File: src/include/iop_pkg.sv
// Purpose: Shared constants for the I/O port pin control block.
// Assumes: AHB-Lite register bus with 32-bit data, one word per register.
// Notes: Offsets are byte addresses inside the block's window.
package iop_pkg;
   // ==========================================================
   // Register offsets.
   localparam logic [7:0] IOP_OFF_DATA = 8'h00;
   localparam logic [7:0] IOP_OFF_DIR = 8'h04;
   localparam logic [7:0] IOP_OFF_OPT = 8'h08;
   localparam logic [7:0] IOP_OFF_IRQ_STAT = 8'h0C;
   localparam logic [7:0] IOP_OFF_IRQ_MASK = 8'h10;
   localparam logic [7:0] IOP_OFF_CFG = 8'h14;
   localparam logic [7:0] IOP_OFF_PEND = 8'h18;
   // ==========================================================
   // Reset values, field positions and bus transfer codes.
   localparam logic [7:0] IOP_RST_BYTE = 8'h00;
   localparam int IOP_CFG_GMASK_BIT = 0;
   localparam int IOP_CFG_TRUE_OD_LSB = 8;
   localparam logic [1:0] IOP_HTRANS_NONSEQ = 2'h2;
   localparam logic [1:0] IOP_HTRANS_SEQ = 2'h3;
   // ==========================================================
   // Pin modes selected by the direction and option pair.
   typedef enum logic [1:0] {
      IOP_MODE_FLOAT_IN = 2'b00,
      IOP_MODE_PULLUP_IRQ = 2'b01,
      IOP_MODE_OPEN_DRAIN = 2'b10,
      IOP_MODE_PUSH_PULL = 2'b11
   } iop_mode_t;
endpackage

File: src/include/iop_sync_if.sv
`timescale 1ns/1ps
// Purpose: Carries raw pad levels into the synchroniser and sampled levels back.
// Assumes: One clock domain.
// Notes: Width follows the port width parameter.
interface iop_sync_if #(parameter int W = 8);
   logic [W-1:0] raw;
   logic [W-1:0] sync;
   modport core (output raw, input sync);
   modport sync_side (input raw, output sync);
endinterface

File: src/iop_sync.sv
`timescale 1ns/1ps
// Purpose: Two-flop synchroniser for the pad input levels.
// Assumes: Pads are asynchronous to hclk.
// Notes: The first stage feeds only the second stage.
module iop_sync #(
   parameter int W = 8
) (
   input wire logic hclk,
   input wire logic hresetn,
   iop_sync_if.sync_side s
);
   logic [W-1:0] meta_q;
   logic [W-1:0] sync_q;
   // ==========================================================
   // Two stages; metastability settles in the first.
   always_ff @(posedge hclk or negedge hresetn) begin
      if (!hresetn) begin
         meta_q <= '0;
         sync_q <= '0;
      end else begin
         meta_q <= s.raw;
         sync_q <= meta_q;
      end
   end
   assign s.sync = sync_q;
endmodule

File: src/iop_port.sv
`timescale 1ns/1ps
// Purpose: One 8-bit general-purpose I/O port with alternate functions and pin interrupts.
// Assumes: AHB-Lite slave, single word transfers, always OKAY, zero wait states.
// Notes: Edge/level sensitivity selection is outside this block; any change on an interrupt pin counts.
//
// Function
// - An enabled peripheral output forces the pin to output, overriding direction and option.
// - While a peripheral drives the pin, the data address still reads the pin.
// - A floating input passes its pin level to the peripheral input.
// - Input mode with alternate output enabled reads back the synchronised pin level, not the latch.
// - Output mode with alternate input enabled feeds the data latch to the peripheral.
// - Pull-up only in pull-up input; high driver only in push-pull output.
// - True open-drain pins never pull up nor drive high.
// - Direction/option 00 float in, 01 pull-up irq in, 10 open drain, 11 push-pull.
// - A pin event requests the external interrupt only in interrupt mode with global mask clear; irq follows the pin mask and ignores the global mask.
// - Wait and halt keep pin state; a qualified pin interrupt wakes the device.
// - Data read gives latch for outputs, pin level for inputs; writes always store.
// - The pending request clears when the CPU fetches its vector.
module iop_port
   import iop_pkg::*;
#(
   parameter int W = 8,
   parameter logic [W-1:0] TRUE_OD = '0
) (
   input wire logic hclk,
   input wire logic hresetn,
   input wire logic hsel,
   input wire logic [31:0] haddr,
   input wire logic [1:0] htrans,
   input wire logic hwrite,
   input wire logic [2:0] hsize,
   input wire logic [31:0] hwdata,
   input wire logic hready,
   output logic [31:0] hrdata,
   output logic hreadyout,
   output logic hresp,
   input wire logic [W-1:0] pad_in,
   output logic [W-1:0] pad_out,
   output logic [W-1:0] pad_oe,
   output logic [W-1:0] pad_pullup_en,
   input wire logic [W-1:0] alt_out_en,
   input wire logic [W-1:0] alt_out,
   input wire logic [W-1:0] alt_in_en,
   output logic [W-1:0] alt_in,
   input wire logic cpu_global_mask,
   input wire logic low_power,
   input wire logic vector_fetch,
   output logic ext_irq_req,
   output logic wake_up,
   output logic irq
);
   // The data, status and mask registers are one byte wide, so wider ports cannot be served.
   if (W < 1 || W > 8) begin : g_bad_width
      $error("iop_port: W must be 1 to 8");
   end

   // ==========================================================
   // Registers.
   logic [W-1:0] data_q;
   logic [W-1:0] dir_q;
   logic [W-1:0] opt_q;
   logic [W-1:0] stat_q;
   logic [W-1:0] mask_q;
   logic [W-1:0] prev_q;
   logic pend_q;
   logic ext_irq_req_q;
   logic wake_q;
   logic irq_q;
   logic [W-1:0] pad_out_q;
   logic [W-1:0] pad_oe_q;
   logic [W-1:0] pull_q;
   logic [W-1:0] alt_in_q;
   logic [31:0] hrdata_q;
   logic wr_pend_q;
   logic [7:0] wr_addr_q;
   logic rd_valid;
   logic [7:0] rd_addr;

   // ==========================================================
   // Pad synchroniser.
   iop_sync_if #(.W(W)) sif ();
   assign sif.raw = pad_in;
   iop_sync #(.W(W)) u_sync (
      .hclk(hclk),
      .hresetn(hresetn),
      .s(sif)
   );
   wire [W-1:0] pin_lvl = sif.sync;

   // ==========================================================
   // Effective mode per pin.
   wire [W-1:0] out_mode = dir_q | alt_out_en;
   wire [W-1:0] drive_val = (alt_out_en & alt_out) | (~alt_out_en & data_q);
   wire [W-1:0] push_pull = out_mode & (alt_out_en | opt_q) & ~TRUE_OD;
   wire [W-1:0] pullup_mode = ~out_mode & opt_q & ~TRUE_OD;
   wire [W-1:0] irq_mode = ~dir_q & opt_q & ~alt_out_en;
   wire [W-1:0] oe_next = out_mode & (push_pull | ~drive_val);
   // Input pins read the pad; a pin driven by a peripheral also reads the pad.
   wire [W-1:0] data_view = (dir_q & ~alt_out_en & data_q)
                            | ((~dir_q | alt_out_en) & pin_lvl);
   // Peripheral input sees the latch in output mode with alternate input enabled, else the pad.
   wire [W-1:0] alt_in_next = (dir_q & alt_in_en & data_q)
                              | (~(dir_q & alt_in_en) & pin_lvl);

   // ==========================================================
   // Pin events and interrupt pending.
   wire [W-1:0] pin_evt = irq_mode & (pin_lvl ^ prev_q);
   wire any_evt = |pin_evt;
   wire [W-1:0] wr_ones = hwdata[W-1:0];

   // ==========================================================
   // Bus decode.
   wire addr_ok = hsel & hready & (htrans == IOP_HTRANS_NONSEQ || htrans == IOP_HTRANS_SEQ);
   wire wr_data = wr_pend_q && (wr_addr_q == IOP_OFF_DATA);
   wire wr_dir = wr_pend_q && (wr_addr_q == IOP_OFF_DIR);
   wire wr_opt = wr_pend_q && (wr_addr_q == IOP_OFF_OPT);
   wire wr_stat = wr_pend_q && (wr_addr_q == IOP_OFF_IRQ_STAT);
   wire wr_mask = wr_pend_q && (wr_addr_q == IOP_OFF_IRQ_MASK);
   wire wr_cfg = wr_pend_q && (wr_addr_q == IOP_OFF_CFG);
   logic cfg_gmask_q;
   assign rd_valid = addr_ok & ~hwrite;
   assign rd_addr = haddr[7:0];
   wire gmask_eff = cpu_global_mask | cfg_gmask_q;
   wire req_fire = any_evt & ~gmask_eff;

   // Read multiplexer; unmapped addresses read zero.
   logic [31:0] rd_mux;
   always_comb begin
      rd_mux = 32'h0000_0000;
      case (rd_addr)
         IOP_OFF_DATA: rd_mux[W-1:0] = data_view;
         IOP_OFF_DIR: rd_mux[W-1:0] = dir_q;
         IOP_OFF_OPT: rd_mux[W-1:0] = opt_q;
         IOP_OFF_IRQ_STAT: rd_mux[W-1:0] = stat_q;
         IOP_OFF_IRQ_MASK: rd_mux[W-1:0] = mask_q;
         IOP_OFF_CFG: begin
            rd_mux[IOP_CFG_GMASK_BIT] = cfg_gmask_q;
            rd_mux[IOP_CFG_TRUE_OD_LSB +: W] = TRUE_OD;
         end
         IOP_OFF_PEND: rd_mux[0] = pend_q;
         default: rd_mux = 32'h0000_0000;
      endcase
   end

   // ==========================================================
   // Bus phase tracking.
   always_ff @(posedge hclk or negedge hresetn) begin
      if (!hresetn) begin
         wr_pend_q <= 1'b0;
         wr_addr_q <= IOP_RST_BYTE;
         hrdata_q <= 32'h0000_0000;
      end else begin
         wr_pend_q <= addr_ok & hwrite;
         wr_addr_q <= haddr[7:0];
         if (rd_valid) begin
            hrdata_q <= rd_mux;
         end
      end
   end

   // ==========================================================
   // Port latches; writes always land even in input mode.
   always_ff @(posedge hclk or negedge hresetn) begin
      if (!hresetn) begin
         data_q <= '0;
         dir_q <= '0;
         opt_q <= '0;
         mask_q <= '0;
         cfg_gmask_q <= 1'b0;
      end else begin
         if (wr_data) data_q <= hwdata[W-1:0];
         if (wr_dir) dir_q <= hwdata[W-1:0];
         if (wr_opt) opt_q <= hwdata[W-1:0];
         if (wr_mask) mask_q <= hwdata[W-1:0];
         if (wr_cfg) cfg_gmask_q <= hwdata[IOP_CFG_GMASK_BIT];
      end
   end

   // ==========================================================
   // Interrupt state. Events win over clears so none is lost.
   always_ff @(posedge hclk or negedge hresetn) begin
      if (!hresetn) begin
         prev_q <= '0;
         stat_q <= '0;
         pend_q <= 1'b0;
         irq_q <= 1'b0;
         ext_irq_req_q <= 1'b0;
         wake_q <= 1'b0;
      end else begin
         prev_q <= pin_lvl;
         stat_q <= (stat_q & ~(wr_stat ? wr_ones : '0)) | pin_evt;
         if (req_fire) begin
            pend_q <= 1'b1;
         end else if (vector_fetch) begin
            pend_q <= 1'b0;
         end
         ext_irq_req_q <= (pend_q & ~(vector_fetch & ~req_fire)) | req_fire;
         wake_q <= low_power & (req_fire | pend_q);
         irq_q <= |(((stat_q & ~(wr_stat ? wr_ones : '0)) | pin_evt) & mask_q);
      end
   end

   // ==========================================================
   // Pad drivers. Low-power input is only used for wake; pins keep their state.
   always_ff @(posedge hclk or negedge hresetn) begin
      if (!hresetn) begin
         pad_out_q <= '0;
         pad_oe_q <= '0;
         pull_q <= '0;
         alt_in_q <= '0;
      end else begin
         pad_out_q <= drive_val & ~TRUE_OD;
         pad_oe_q <= oe_next;
         pull_q <= pullup_mode;
         alt_in_q <= alt_in_next;
      end
   end

   assign hrdata = hrdata_q;
   assign hreadyout = 1'b1;
   assign hresp = 1'b0;
   assign pad_out = pad_out_q;
   assign pad_oe = pad_oe_q;
   assign pad_pullup_en = pull_q;
   assign alt_in = alt_in_q;
   assign ext_irq_req = ext_irq_req_q;
   assign wake_up = wake_q;
   assign irq = irq_q;
endmodule

File: config.mk
export PLATFORM = sky130hd
export DESIGN_NAME = iop_port
export DESIGN_NICKNAME = d
export VERILOG_FILES = /design/src/include/iop_pkg.sv /design/src/include/iop_sync_if.sv /design/src/iop_sync.sv /design/src/iop_port.sv
export SDC_FILE = /design/constraint.sdc
export NUM_CORES = 1
export LEC_CHECK = 0
export ABC_AREA = 1
export BUFFER_PORTS_ARGS = -buffer_cell sky130_fd_sc_hd__buf_2
export CAP_MARGIN = 15
export CORE_UTILIZATION = 45
export CTS_BUF_LIST = sky130_fd_sc_hd__clkbuf_4 sky130_fd_sc_hd__clkbuf_8 sky130_fd_sc_hd__clkbuf_16
export CTS_CLUSTER_DIAMETER = 50
export DETAILED_ROUTE_END_ITERATION = 10
export GPL_TIMING_DRIVEN = 1
export PLACE_DENSITY = 0.74
export SLEW_MARGIN = 40
export SYNTH_ARGS = -nofsm -noshare
export SYNTH_HDL_FRONTEND = slang
export SYNTH_SLANG_ARGS = --single-unit
File: constraint.sdc
create_clock -name hclk -period 2.4 [get_ports hclk]
set_clock_uncertainty 0.2 [all_clocks]
set_input_delay 0 -clock hclk [delete_from_list [all_inputs] [get_ports hclk]]
set_output_delay 0 -clock hclk [all_outputs]
set_load 0.005 [all_outputs]
==> results.toml, run 1 <==
[outcome]
status = "completed"

[worst_hold_path]
holdCritStartpoint = "vector_fetch"
min_path_type = "input port to register"
worstHoldEndpoint = "ext_irq_req$_DFF_PN0_"
min_path_cells = 3

[clock_network]
h-tree-depth = 4
clockBufferDepth = 2
post_cts_buffers = 0
cts.sinks = 118
cts_tree = "done"
clock_latency_ps = 520
cts_made_buffers = 17
clk_pin_slew_worst_paths_ps = 60
clockRootBuffer = "clkbuf_8"

[setup_path]
critPathArrivalTime_ps = 2410
crit_path_frequent_cell = "nand2_1"
crit_path_start_kind = "register"
critPathSlowestCell = "dlygate4sd3_1"
worstPathMaxFanout = 7
cp-end-kind = "register"
reg2reg_setup_slack_ps = 250
required_ps = 2660
reg2reg_to = "pend_q$_DFFE_PN0P_"
crit_chain = "nor3_1, nand2_1, nand2_1, nor2_1, nand2_1, nand2_1, o21ai_0, dlygate4sd3_1"
path_class = "register to register"
rr_worst_depth = 8
cpPeakStageDelay_ps = 560
r2r-start = "dir_q[7]$_DFFE_PN0P_"

[final_layout]
diodes = 0
final_cells = 869
layout_commonest_cell = "nand2_1"
multiInputGateArea_um2 = 1665
final_util_pct = 65.76
final-seq-area_um2 = 2953
nets = 831
drive_above_1_share_pct = 21.69
num-fill-cells = 835
final_cell_mix = "137 x nand2_1, 118 x dfrtp_1, 98 x buf_2, 79 x dlygate4sd3_1, 43 x inv_1"
area_growth_pct = 39.50

[global_route]
grt_pass1_wl_mm = 19.62
grt_use_total_pct = 22.96
overflow = 0
grt_pass1_vias = 4190
antenna_found_initial = 0
grt_max_degree = 59

[route]
wire_per_inst_um = 13.78
drc = 0
ant_nets = 0
avgViaCountPerCell = 4.854
wl_mm = 11.98
first_iter_violations = 310
via_count = 4218
first_pass_iters = 5

[die]
num_io_pins = 178
die_x_um = 106.7
coreArea_um2 = 10460
fp.dieH_um = 106.7
dieArea_um2 = 11380
fp-row-count = 37
initial_core_util_pct = 47.14

[timing]
setup_viol = 0
hold_viol_final = 0
worst_pin_slew_ps = 638.0
finalCriticalPeriod_ps = 2152
final.setup.tns_ps = 0
drv_slew = 0
finalCritPeriodShare_pct = 89.67
relSlewSlack_pct = 57.36
rsz0062_at_grt = "no"
timing.fmax_mhz = 464.7

[pwr]
p_sw_mw = 1.099
switching_share_pct = 21.89
pwr-share-comb_pct = 8.9
vdd_drop_max_uv = 428.4
internal_power_mw = 3.922
clkPwrFrac_pct = 48.4
p_per_area_nw_per_um2 = 729.7
p_seq_share_pct = 42.7
leakagePower_nw = 3.546

[synthesis]
syn-instance-count = 528
synth_cell_types = 26
seq_area_frac_synth_pct = 59.87
avgSynthCellArea_um2 = 9.341
yosysWarnings = 0
ys_ff_latch = 118
syn_area_um2 = 4932

[flow_run]
cap_viol_max_count = 0

[place]
dp.cells = 759
place_congestion = 0.8256
io_buffers = 99
hpwl_mm = 7.514
-- power groups by stage --
| stage | Sequential [mW] | Clock, mW | Combinational, mW |
|---|---|---|---|
| after global placement | 2.17 | 0 | 0.334 |
| final | 2.14 | 2.43 | 0.448 |
| after global routing | 2.15 | 2.56 | 0.503 |
| after floorplan | 2.17 | 0 | 0.179 |
| after CTS | 2.14 | 2.46 | 0.443 |
| after detailed placement | 2.18 | 0 | 0.343 |
-- how the worst max path moves through the flow --
stage | startpoint | to | depth (start not counted)
after CTS | dir_q[6]$_DFFE_PN0P_ | pend_q$_DFFE_PN0P_ | 8
final | dir_q[7]$_DFFE_PN0P_ | pend_q$_DFFE_PN0P_ | 8
after detailed placement | wr_addr_q[1]$_DFF_PN0_ | data_q[6]$_DFFE_PN0P_ | 6
after global routing | dir_q[6]$_DFFE_PN0P_ | pend_q$_DFFE_PN0P_ | 8
after floorplan | wr_addr_q[1]$_DFF_PN0_ | dir_q[1]$_DFFE_PN0P_ | 7
after global placement | wr_addr_q[6]$_DFF_PN0_ | data_q[7]$_DFFE_PN0P_ | 6
-- kinds of logic after synthesis --
group                  after synthesis  share of synthesized area [%]
AND/OR/NAND/NOR                    227                          20.47
flip-flops                         118                          59.87
AO/OA/AOI/OAI                       95                          9.894
buffers and inverters               78                          8.194
XOR/XNOR                             8                          1.421
other                                2                         0.1523
-- cell usage after synthesis (all sizes together) --
cell | number | area (um^2)
nor4 | 1 | 21.27
a31oi | 8 | 50.05
conb | 2 | 7.510
a21oi | 22 | 110.1
nand3 | 29 | 150.1
xor2 | 8 | 70.07
nor2 | 42 | 205.2
dfrtp | 118 | 2953
buf | 31 | 226.5
o21ai | 64 | 320.3
nand4 | 1 | 6.260
inv | 46 | 172.7
nand2 | 146 | 570.5
nor3 | 8 | 56.31
a21boi | 1 | 7.510
clkinv | 1 | 5.000
-- flip-flops by register name (all words and copies together), names as in the netlist, 8 cells and up --
| register | flops |
|---|---|
| wr_addr_q | 8 |
| data_q | 8 |
| u_sync.s.sync | 8 |
| pad_out | 8 |
| prev_q | 8 |
| opt_q | 8 |
| pad_pullup_en | 8 |
| stat_q | 8 |
| hrdata | 8 |
| u_sync.meta_q | 8 |
| dir_q | 8 |
| pad_oe | 8 |
| mask_q | 8 |
| alt_in | 8 |
-- routing by layer --
metal	wire length (um)	part of all wire, %	vias to the layer above	GRT usage, %
met5	0	0	-	0
met4	225	1.9	0	9.491
met3	870	7.3	22	6.626
met2	5763	48	179	36.64
met1	5120	43	1974	29.37
li1	-	-	2043	-
-- critical path: cells and delay by family, from the launching register on --
family | cells | cell delay [ps]
AO/OA/AOI/OAI | 1 | 70
flip-flops | 1 | 440
buffers and inverters | 1 | 560
AND/OR/NAND/NOR | 6 | 820
-- cell type report --
| type | instances | area share (%) |
|---|---|---|
| inverter | 47 | 2.582 |
| timing repair buffer | 182 | 19.53 |
| sequential | 118 | 42.92 |
| clock inverter | 4 | 1.018 |
| multi-input combinational | 356 | 24.20 |
| tap | 136 | 2.473 |
| clock buffer | 26 | 7.274 |
-- metrics by stage --
step / power (mW) / area (um^2) / setup WS (ps) / hold slack (ps)
CTS: 5.044 / 6860 / 290.7 / 1.587
global placement: 2.508 / 5499 / 673.6 / -98.01
detailed placement: 2.519 / 5499 / 628.2 / -92.41
finish: 5.021 / 6880 / 247.9 / 12.73
floorplan: 2.354 / 5022 / 939.6 / -495.6
global route: 5.214 / 6880 / 136.0 / 12.82
-- what timing repair did --
| action | CTS | global route |
|---|---|---|
| resized for setup | 0 | 0 |
| hold buffers | 79 | 0 |
| hold endpoints to repair | 220 | 0 |
Power figures use the tool's default switching activity.
==> run 2: changes to the inputs <==
--- a/config.mk
+++ b/config.mk
@@ -14,6 +14,7 @@
 export DETAILED_ROUTE_END_ITERATION = 10
 export GPL_TIMING_DRIVEN = 1
 export PLACE_DENSITY = 0.74
+export RECOVER_POWER = 25
 export SLEW_MARGIN = 40
 export SYNTH_ARGS = -nofsm -noshare
 export SYNTH_HDL_FRONTEND = slang
==> results.toml, run 2 (synthesis gave the netlist of run 1 again) <==
[pwr]
vdd_drop_max_uv = 428.2
p_per_area_nw_per_um2 = 730.0
clkPwrFrac_pct = 48.4
power_mw = 5.018
p_seq_share_pct = 42.7
internal_power_mw = 3.920
leakagePower_nw = 3.532
switching_share_pct = 21.87
p_sw_mw = 1.098
pwr-share-comb_pct = 8.9

[final_layout]
nets = 831
area_growth_pct = 39.37
final_util_pct = 65.70
stdcell_area_um2 = 6874
diodes = 0
drive_above_1_share_pct = 21.01
layout_commonest_cell = "nand2_1"
final_cell_mix = "137 x nand2_1, 118 x dfrtp_1, 93 x buf_2, 79 x dlygate4sd3_1, 43 x inv_1"

[timing]
holdWs_ps = 12.26
relSlewSlack_pct = 57.07
setup_viol = 0
drv_slew = 0
finalCritPeriodShare_pct = 89.72
timing.fmax_mhz = 464.4
rsz0062_at_grt = "no"
hold_viol_final = 0
worst_pin_slew_ps = 642.4
final.setup.tns_ps = 0
finalCriticalPeriod_ps = 2153

[route]
first_pass_iters = 5
via_count = 4229
wire_per_inst_um = 13.81
ant_nets = 0
avgViaCountPerCell = 4.867
first_iter_violations = 309
wl_mm = 12.00
drc = 0

[setup_path]
cp-end-kind = "register"
crit_buf_inv = 1
path_class = "register to register"
critPathArrivalTime_ps = 2410
rr_worst_depth = 8
cpPeakStageDelay_ps = 560
crit_family = "simple AND/OR/NAND/NOR gates"
crit_chain = "nor3_1, nand2_1, nand2_1, nor2_1, nand2_1, nand2_1, o21ai_0, dlygate4sd3_1"
crit_path_start_kind = "register"
required_ps = 2660
cp_num_cells = 8
worstPathMaxFanout = 7
crit_path_frequent_cell = "nand2_1"
critPathSlowestCell = "dlygate4sd3_1"

[place]
hpwl_mm = 7.514
dpl_cell_area_um2 = 5499
io_buffers = 99
place_congestion = 0.8256

[die]
coreArea_um2 = 10460
initial_core_util_pct = 47.14
fp.dieH_um = 106.7
num_io_pins = 178
dieArea_um2 = 11380
die_x_um = 106.7
fp-row-count = 37

[clock_network]
cts_tree = "done"
h-tree-depth = 4
clockRootBuffer = "clkbuf_8"
cts.sinks = 118
clock_latency_ps = 520
clk_pin_slew_worst_paths_ps = 50
cts_made_buffers = 17
clockBufferDepth = 2
cts_resized = 0

[global_route]
grt_max_degree = 59
grt_pass1_wl_mm = 19.62
antenna_found_initial = 0
overflow = 0
grt_pass1_vias = 4190
grt_use_total_pct = 22.96

[worst_hold_path]
min_path_type = "input port to register"
min_path_cells = 3

[outcome]
status = "completed"

[flow_run]
cap_viol_max_count = 0
[run 2: cell count changes in the layout (fill, tap and decap cells not counted), sizes merged]
cell    before  now
buf        103   98
clkbuf      26   31
[run 2: layout make-up]
cell class / count / area, um^2
Inverter: 47 / 177.7
Fill cell: 838 / 3588
Sequential cell: 118 / 2953
Multi-Input combinational cell: 356 / 1665
Tap cell: 136 / 170.2
Timing Repair Buffer: 182 / 1338
Clock buffer: 26 / 500.5
Clock inverter: 4 / 70.07
[run 2: metrics by stage]
stage	cells	setup slack, ps
detailed placement	759	628.2
global placement	759	673.6
global route	869	136.0
CTS	868	290.7
floorplan	552	939.6
finish	869	246.7
[run 2: tightest hold or removal path, stage by stage]
cell and delay [ps]:
dlygate4sd3_1 510, buf_2 100, o21ai_0 70
[run 2: repair_timing]
action / CTS / global route
hold endpoints to repair: 220 / 0
hold buffers: 79 / 0
setup buffers: 0 / 0
endpoints found under the setup margin: 0 / 0
[run 2: power by group through the flow]
stage	clock network [mW]	registers, mW	logic [mW]
finish	2.43	2.14	0.447
global route	2.56	2.15	0.502
floorplan	0	2.17	0.179
CTS	2.46	2.14	0.443
global placement	0	2.17	0.334
detailed placement	0	2.18	0.343
[run 2: routing by layer]
metal	vias up	part of all wire, %	wire (um)	global-route usage (%)
met1	1984	43	5175	29.37
met3	24	6.9	823	6.626
met5	-	0	0	0
met4	0	2.0	234	9.491
met2	177	48	5766	36.64
li1	2044	-	-	-
[run 2: final timing paths]
path                                       startpoint                          to  slack (ps)
max in group asynchronous                     hresetn        dir_q[3]$_DFFE_PN0P_         930
min in group asynchronous                     hresetn  u_sync.meta_q[1]$_DFF_PN0_         240
hold reg to reg            u_sync.meta_q[3]$_DFF_PN0_  u_sync.s.sync[3]$_DFF_PN0_         140
hold / removal                           vector_fetch       ext_irq_req$_DFF_PN0_          10
setup / recovery                 dir_q[7]$_DFFE_PN0P_          pend_q$_DFFE_PN0P_         250
setup reg to reg                 dir_q[7]$_DFFE_PN0P_          pend_q$_DFFE_PN0P_         250
==> run 3: changes to the inputs <==
--- a/config.mk
+++ b/config.mk
@@ -13,7 +13,7 @@
 export CTS_CLUSTER_DIAMETER = 50
 export DETAILED_ROUTE_END_ITERATION = 10
 export GPL_TIMING_DRIVEN = 1
-export PLACE_DENSITY = 0.74
+export PLACE_DENSITY = 0.78
 export RECOVER_POWER = 25
 export SLEW_MARGIN = 40
 export SYNTH_ARGS = -nofsm -noshare
==> results.toml, run 3 (synthesis gave the netlist of run 1 again) <==
[outcome]
status = "completed"

[pwr]
power_mw = 5.320
p_per_area_nw_per_um2 = 765.5
leakagePower_nw = 3.570
vdd_drop_max_uv = 420.1
p_sw_mw = 1.144
p_seq_share_pct = 40.3
clkPwrFrac_pct = 51.2
switching_share_pct = 21.50
internal_power_mw = 4.176
pwr-share-comb_pct = 8.5

[setup_path]
critPathArrivalTime_ps = 2520
path_class = "input port to register"
required_ps = 2640
crit_chain = "dlygate4sd3_1, buf_2, dlygate4sd3_1, nor2_1, nand2_1, nand2_1, nor2_1, nand2_1, nand2_1, dlygate4sd3_1, a21boi_1"
crit_family = "buffers and inverters"
cpPeakStageDelay_ps = 580
cp-end-kind = "register"
critPathSlowestCell = "dlygate4sd3_1"
worstPathMaxFanout = 3
crit_path_start_kind = "input port"
crit_buf_inv = 4
crit_path_frequent_cell = "nand2_1"

[clock_network]
cts.sinks = 118
clockBufferDepth = 2
h-tree-depth = 4
post_cts_buffers = 0
clock_latency_ps = 520
clk_pin_slew_worst_paths_ps = 50
clockRootBuffer = "clkbuf_8"
cts_tree = "done"
cts_made_buffers = 17

[timing]
hold_viol_final = 0
worst_pin_slew_ps = 941.5
drv_slew = 0
timing.fmax_mhz = 437.5
setup_viol = 0
final.setup.tns_ps = 0
finalCritPeriodShare_pct = 95.23
rsz0062_at_grt = "no"
finalCriticalPeriod_ps = 2286
relSlewSlack_pct = 37.23

[global_route]
antenna_found_initial = 0
overflow = 0
grt_pass1_wl_mm = 20.40
grt_max_degree = 81
grt_use_total_pct = 23.67
grt_pass1_vias = 4356

[final_layout]
final-seq-area_um2 = 2953
area_growth_pct = 40.89
nets = 833
multiInputGateArea_um2 = 1665
num-fill-cells = 839
layout_commonest_cell = "nand2_1"
diodes = 0
final_cell_mix = "137 x nand2_1, 118 x dfrtp_1, 96 x buf_2, 82 x dlygate4sd3_1, 43 x inv_1"
drive_above_1_share_pct = 21.20
final_util_pct = 66.42

[die]
initial_core_util_pct = 47.14
coreArea_um2 = 10460
fp-row-count = 37
num_io_pins = 178
die_x_um = 106.7
dieArea_um2 = 11380
fp.dieH_um = 106.7

[route]
avgViaCountPerCell = 4.893
wl_mm = 12.48
first_pass_iters = 5
via_count = 4267
first_iter_violations = 345
drc = 0
ant_nets = 0
wire_per_inst_um = 14.31

[place]
io_buffers = 99
hpwl_mm = 7.514
place_congestion = 0.8593

[worst_hold_path]
min_path_type = "input port to register"

[flow_run]
cap_viol_max_count = 0
## run 3: cell types whose count changed in the layout (fill, tap and decap cells not counted)
cell	previous run	this run
buf_12	2	1
buf_2	93	96
buf_4	3	1
bufinv_16	2	5
clkbuf_1	5	3
clkbuf_2	0	1
clkbuf_4	6	1
clkinv_2	3	6
dlygate4sd3_1	79	82
## run 3: metal layers
layer | vias up | routed length (um) | share of wire, % | global-route usage [%]
met3 | 27 | 916 | 7.3 | 5.167
met2 | 188 | 6306 | 51 | 39.63
met4 | 0 | 268 | 2.1 | 11.15
met5 | - | 0 | 0 | 0
li1 | 2044 | - | - | -
met1 | 2008 | 4988 | 40 | 29.16
## run 3: layout make-up
type / count / area share (%)
inverters: 47 / 2.557
clock inverters: 10 / 2.521
flip-flops and latches: 118 / 42.49
multi-input cells: 356 / 23.96
clock buffers: 21 / 6.662
well taps: 136 / 2.449
repair buffers: 184 / 19.36
## run 3: worst reg2reg max path: stages, from the launching register on
cell           delay (ps)
dfrtp_1               460
nor3_1                280
nand2_1               140
nand2_1                90
nor2_1                 40
nand2_1                90
nand2_1                70
dlygate4sd3_1         580
a21boi_1              140
## run 3: power groups by stage
stage / logic [mW] / clock network, mW / registers (mW)
2_1_floorplan: 0.179 / 0 / 2.17
3_3_place_gp: 0.334 / 0 / 2.17
3_5_place_dp: 0.345 / 0 / 2.18
4_1_cts: 0.451 / 2.77 / 2.14
5_1_grt: 0.508 / 2.85 / 2.15
6_report: 0.451 / 2.72 / 2.14
## run 3: worst paths after layout
kind	start	end	slack (ps)	cells past startpoint
worst max-delay path	alt_out_en[0]	wake_up$_DFF_PN0_	110	11
worst min-delay path	alt_out[1]	pad_out[1]$_DFF_PN0_	30	4
worst max register to register	dir_q[6]$_DFFE_PN0P_	wake_up$_DFF_PN0_	230	8
worst min register to register	u_sync.meta_q[1]$_DFF_PN0_	u_sync.s.sync[1]$_DFF_PN0_	140	0
max in group asynchronous	hresetn	ext_irq_req$_DFF_PN0_	680	4
min in group asynchronous	hresetn	pad_out[1]$_DFF_PN0_	490	4
## run 3: timing repair
| item | in CTS | in global routing |
|---|---|---|
| gates resized for setup | 0 | 0 |
| hold buffers | 83 | 0 |
| hold endpoints to repair | 220 | 0 |
## run 3: per-stage QoR
stage	cell area, um^2	setup slack (ps)	hold slack (ps)	std cells
4_1_cts	6970	187.7	0.1965	872
3_5_place_dp	5492	570.1	-187.0	758
6_report	6949	114.4	30.84	872
5_1_grt	6949	34.22	29.36	872
3_3_place_gp	5492	694.4	-197.5	758
2_1_floorplan	5022	939.6	-495.6	552
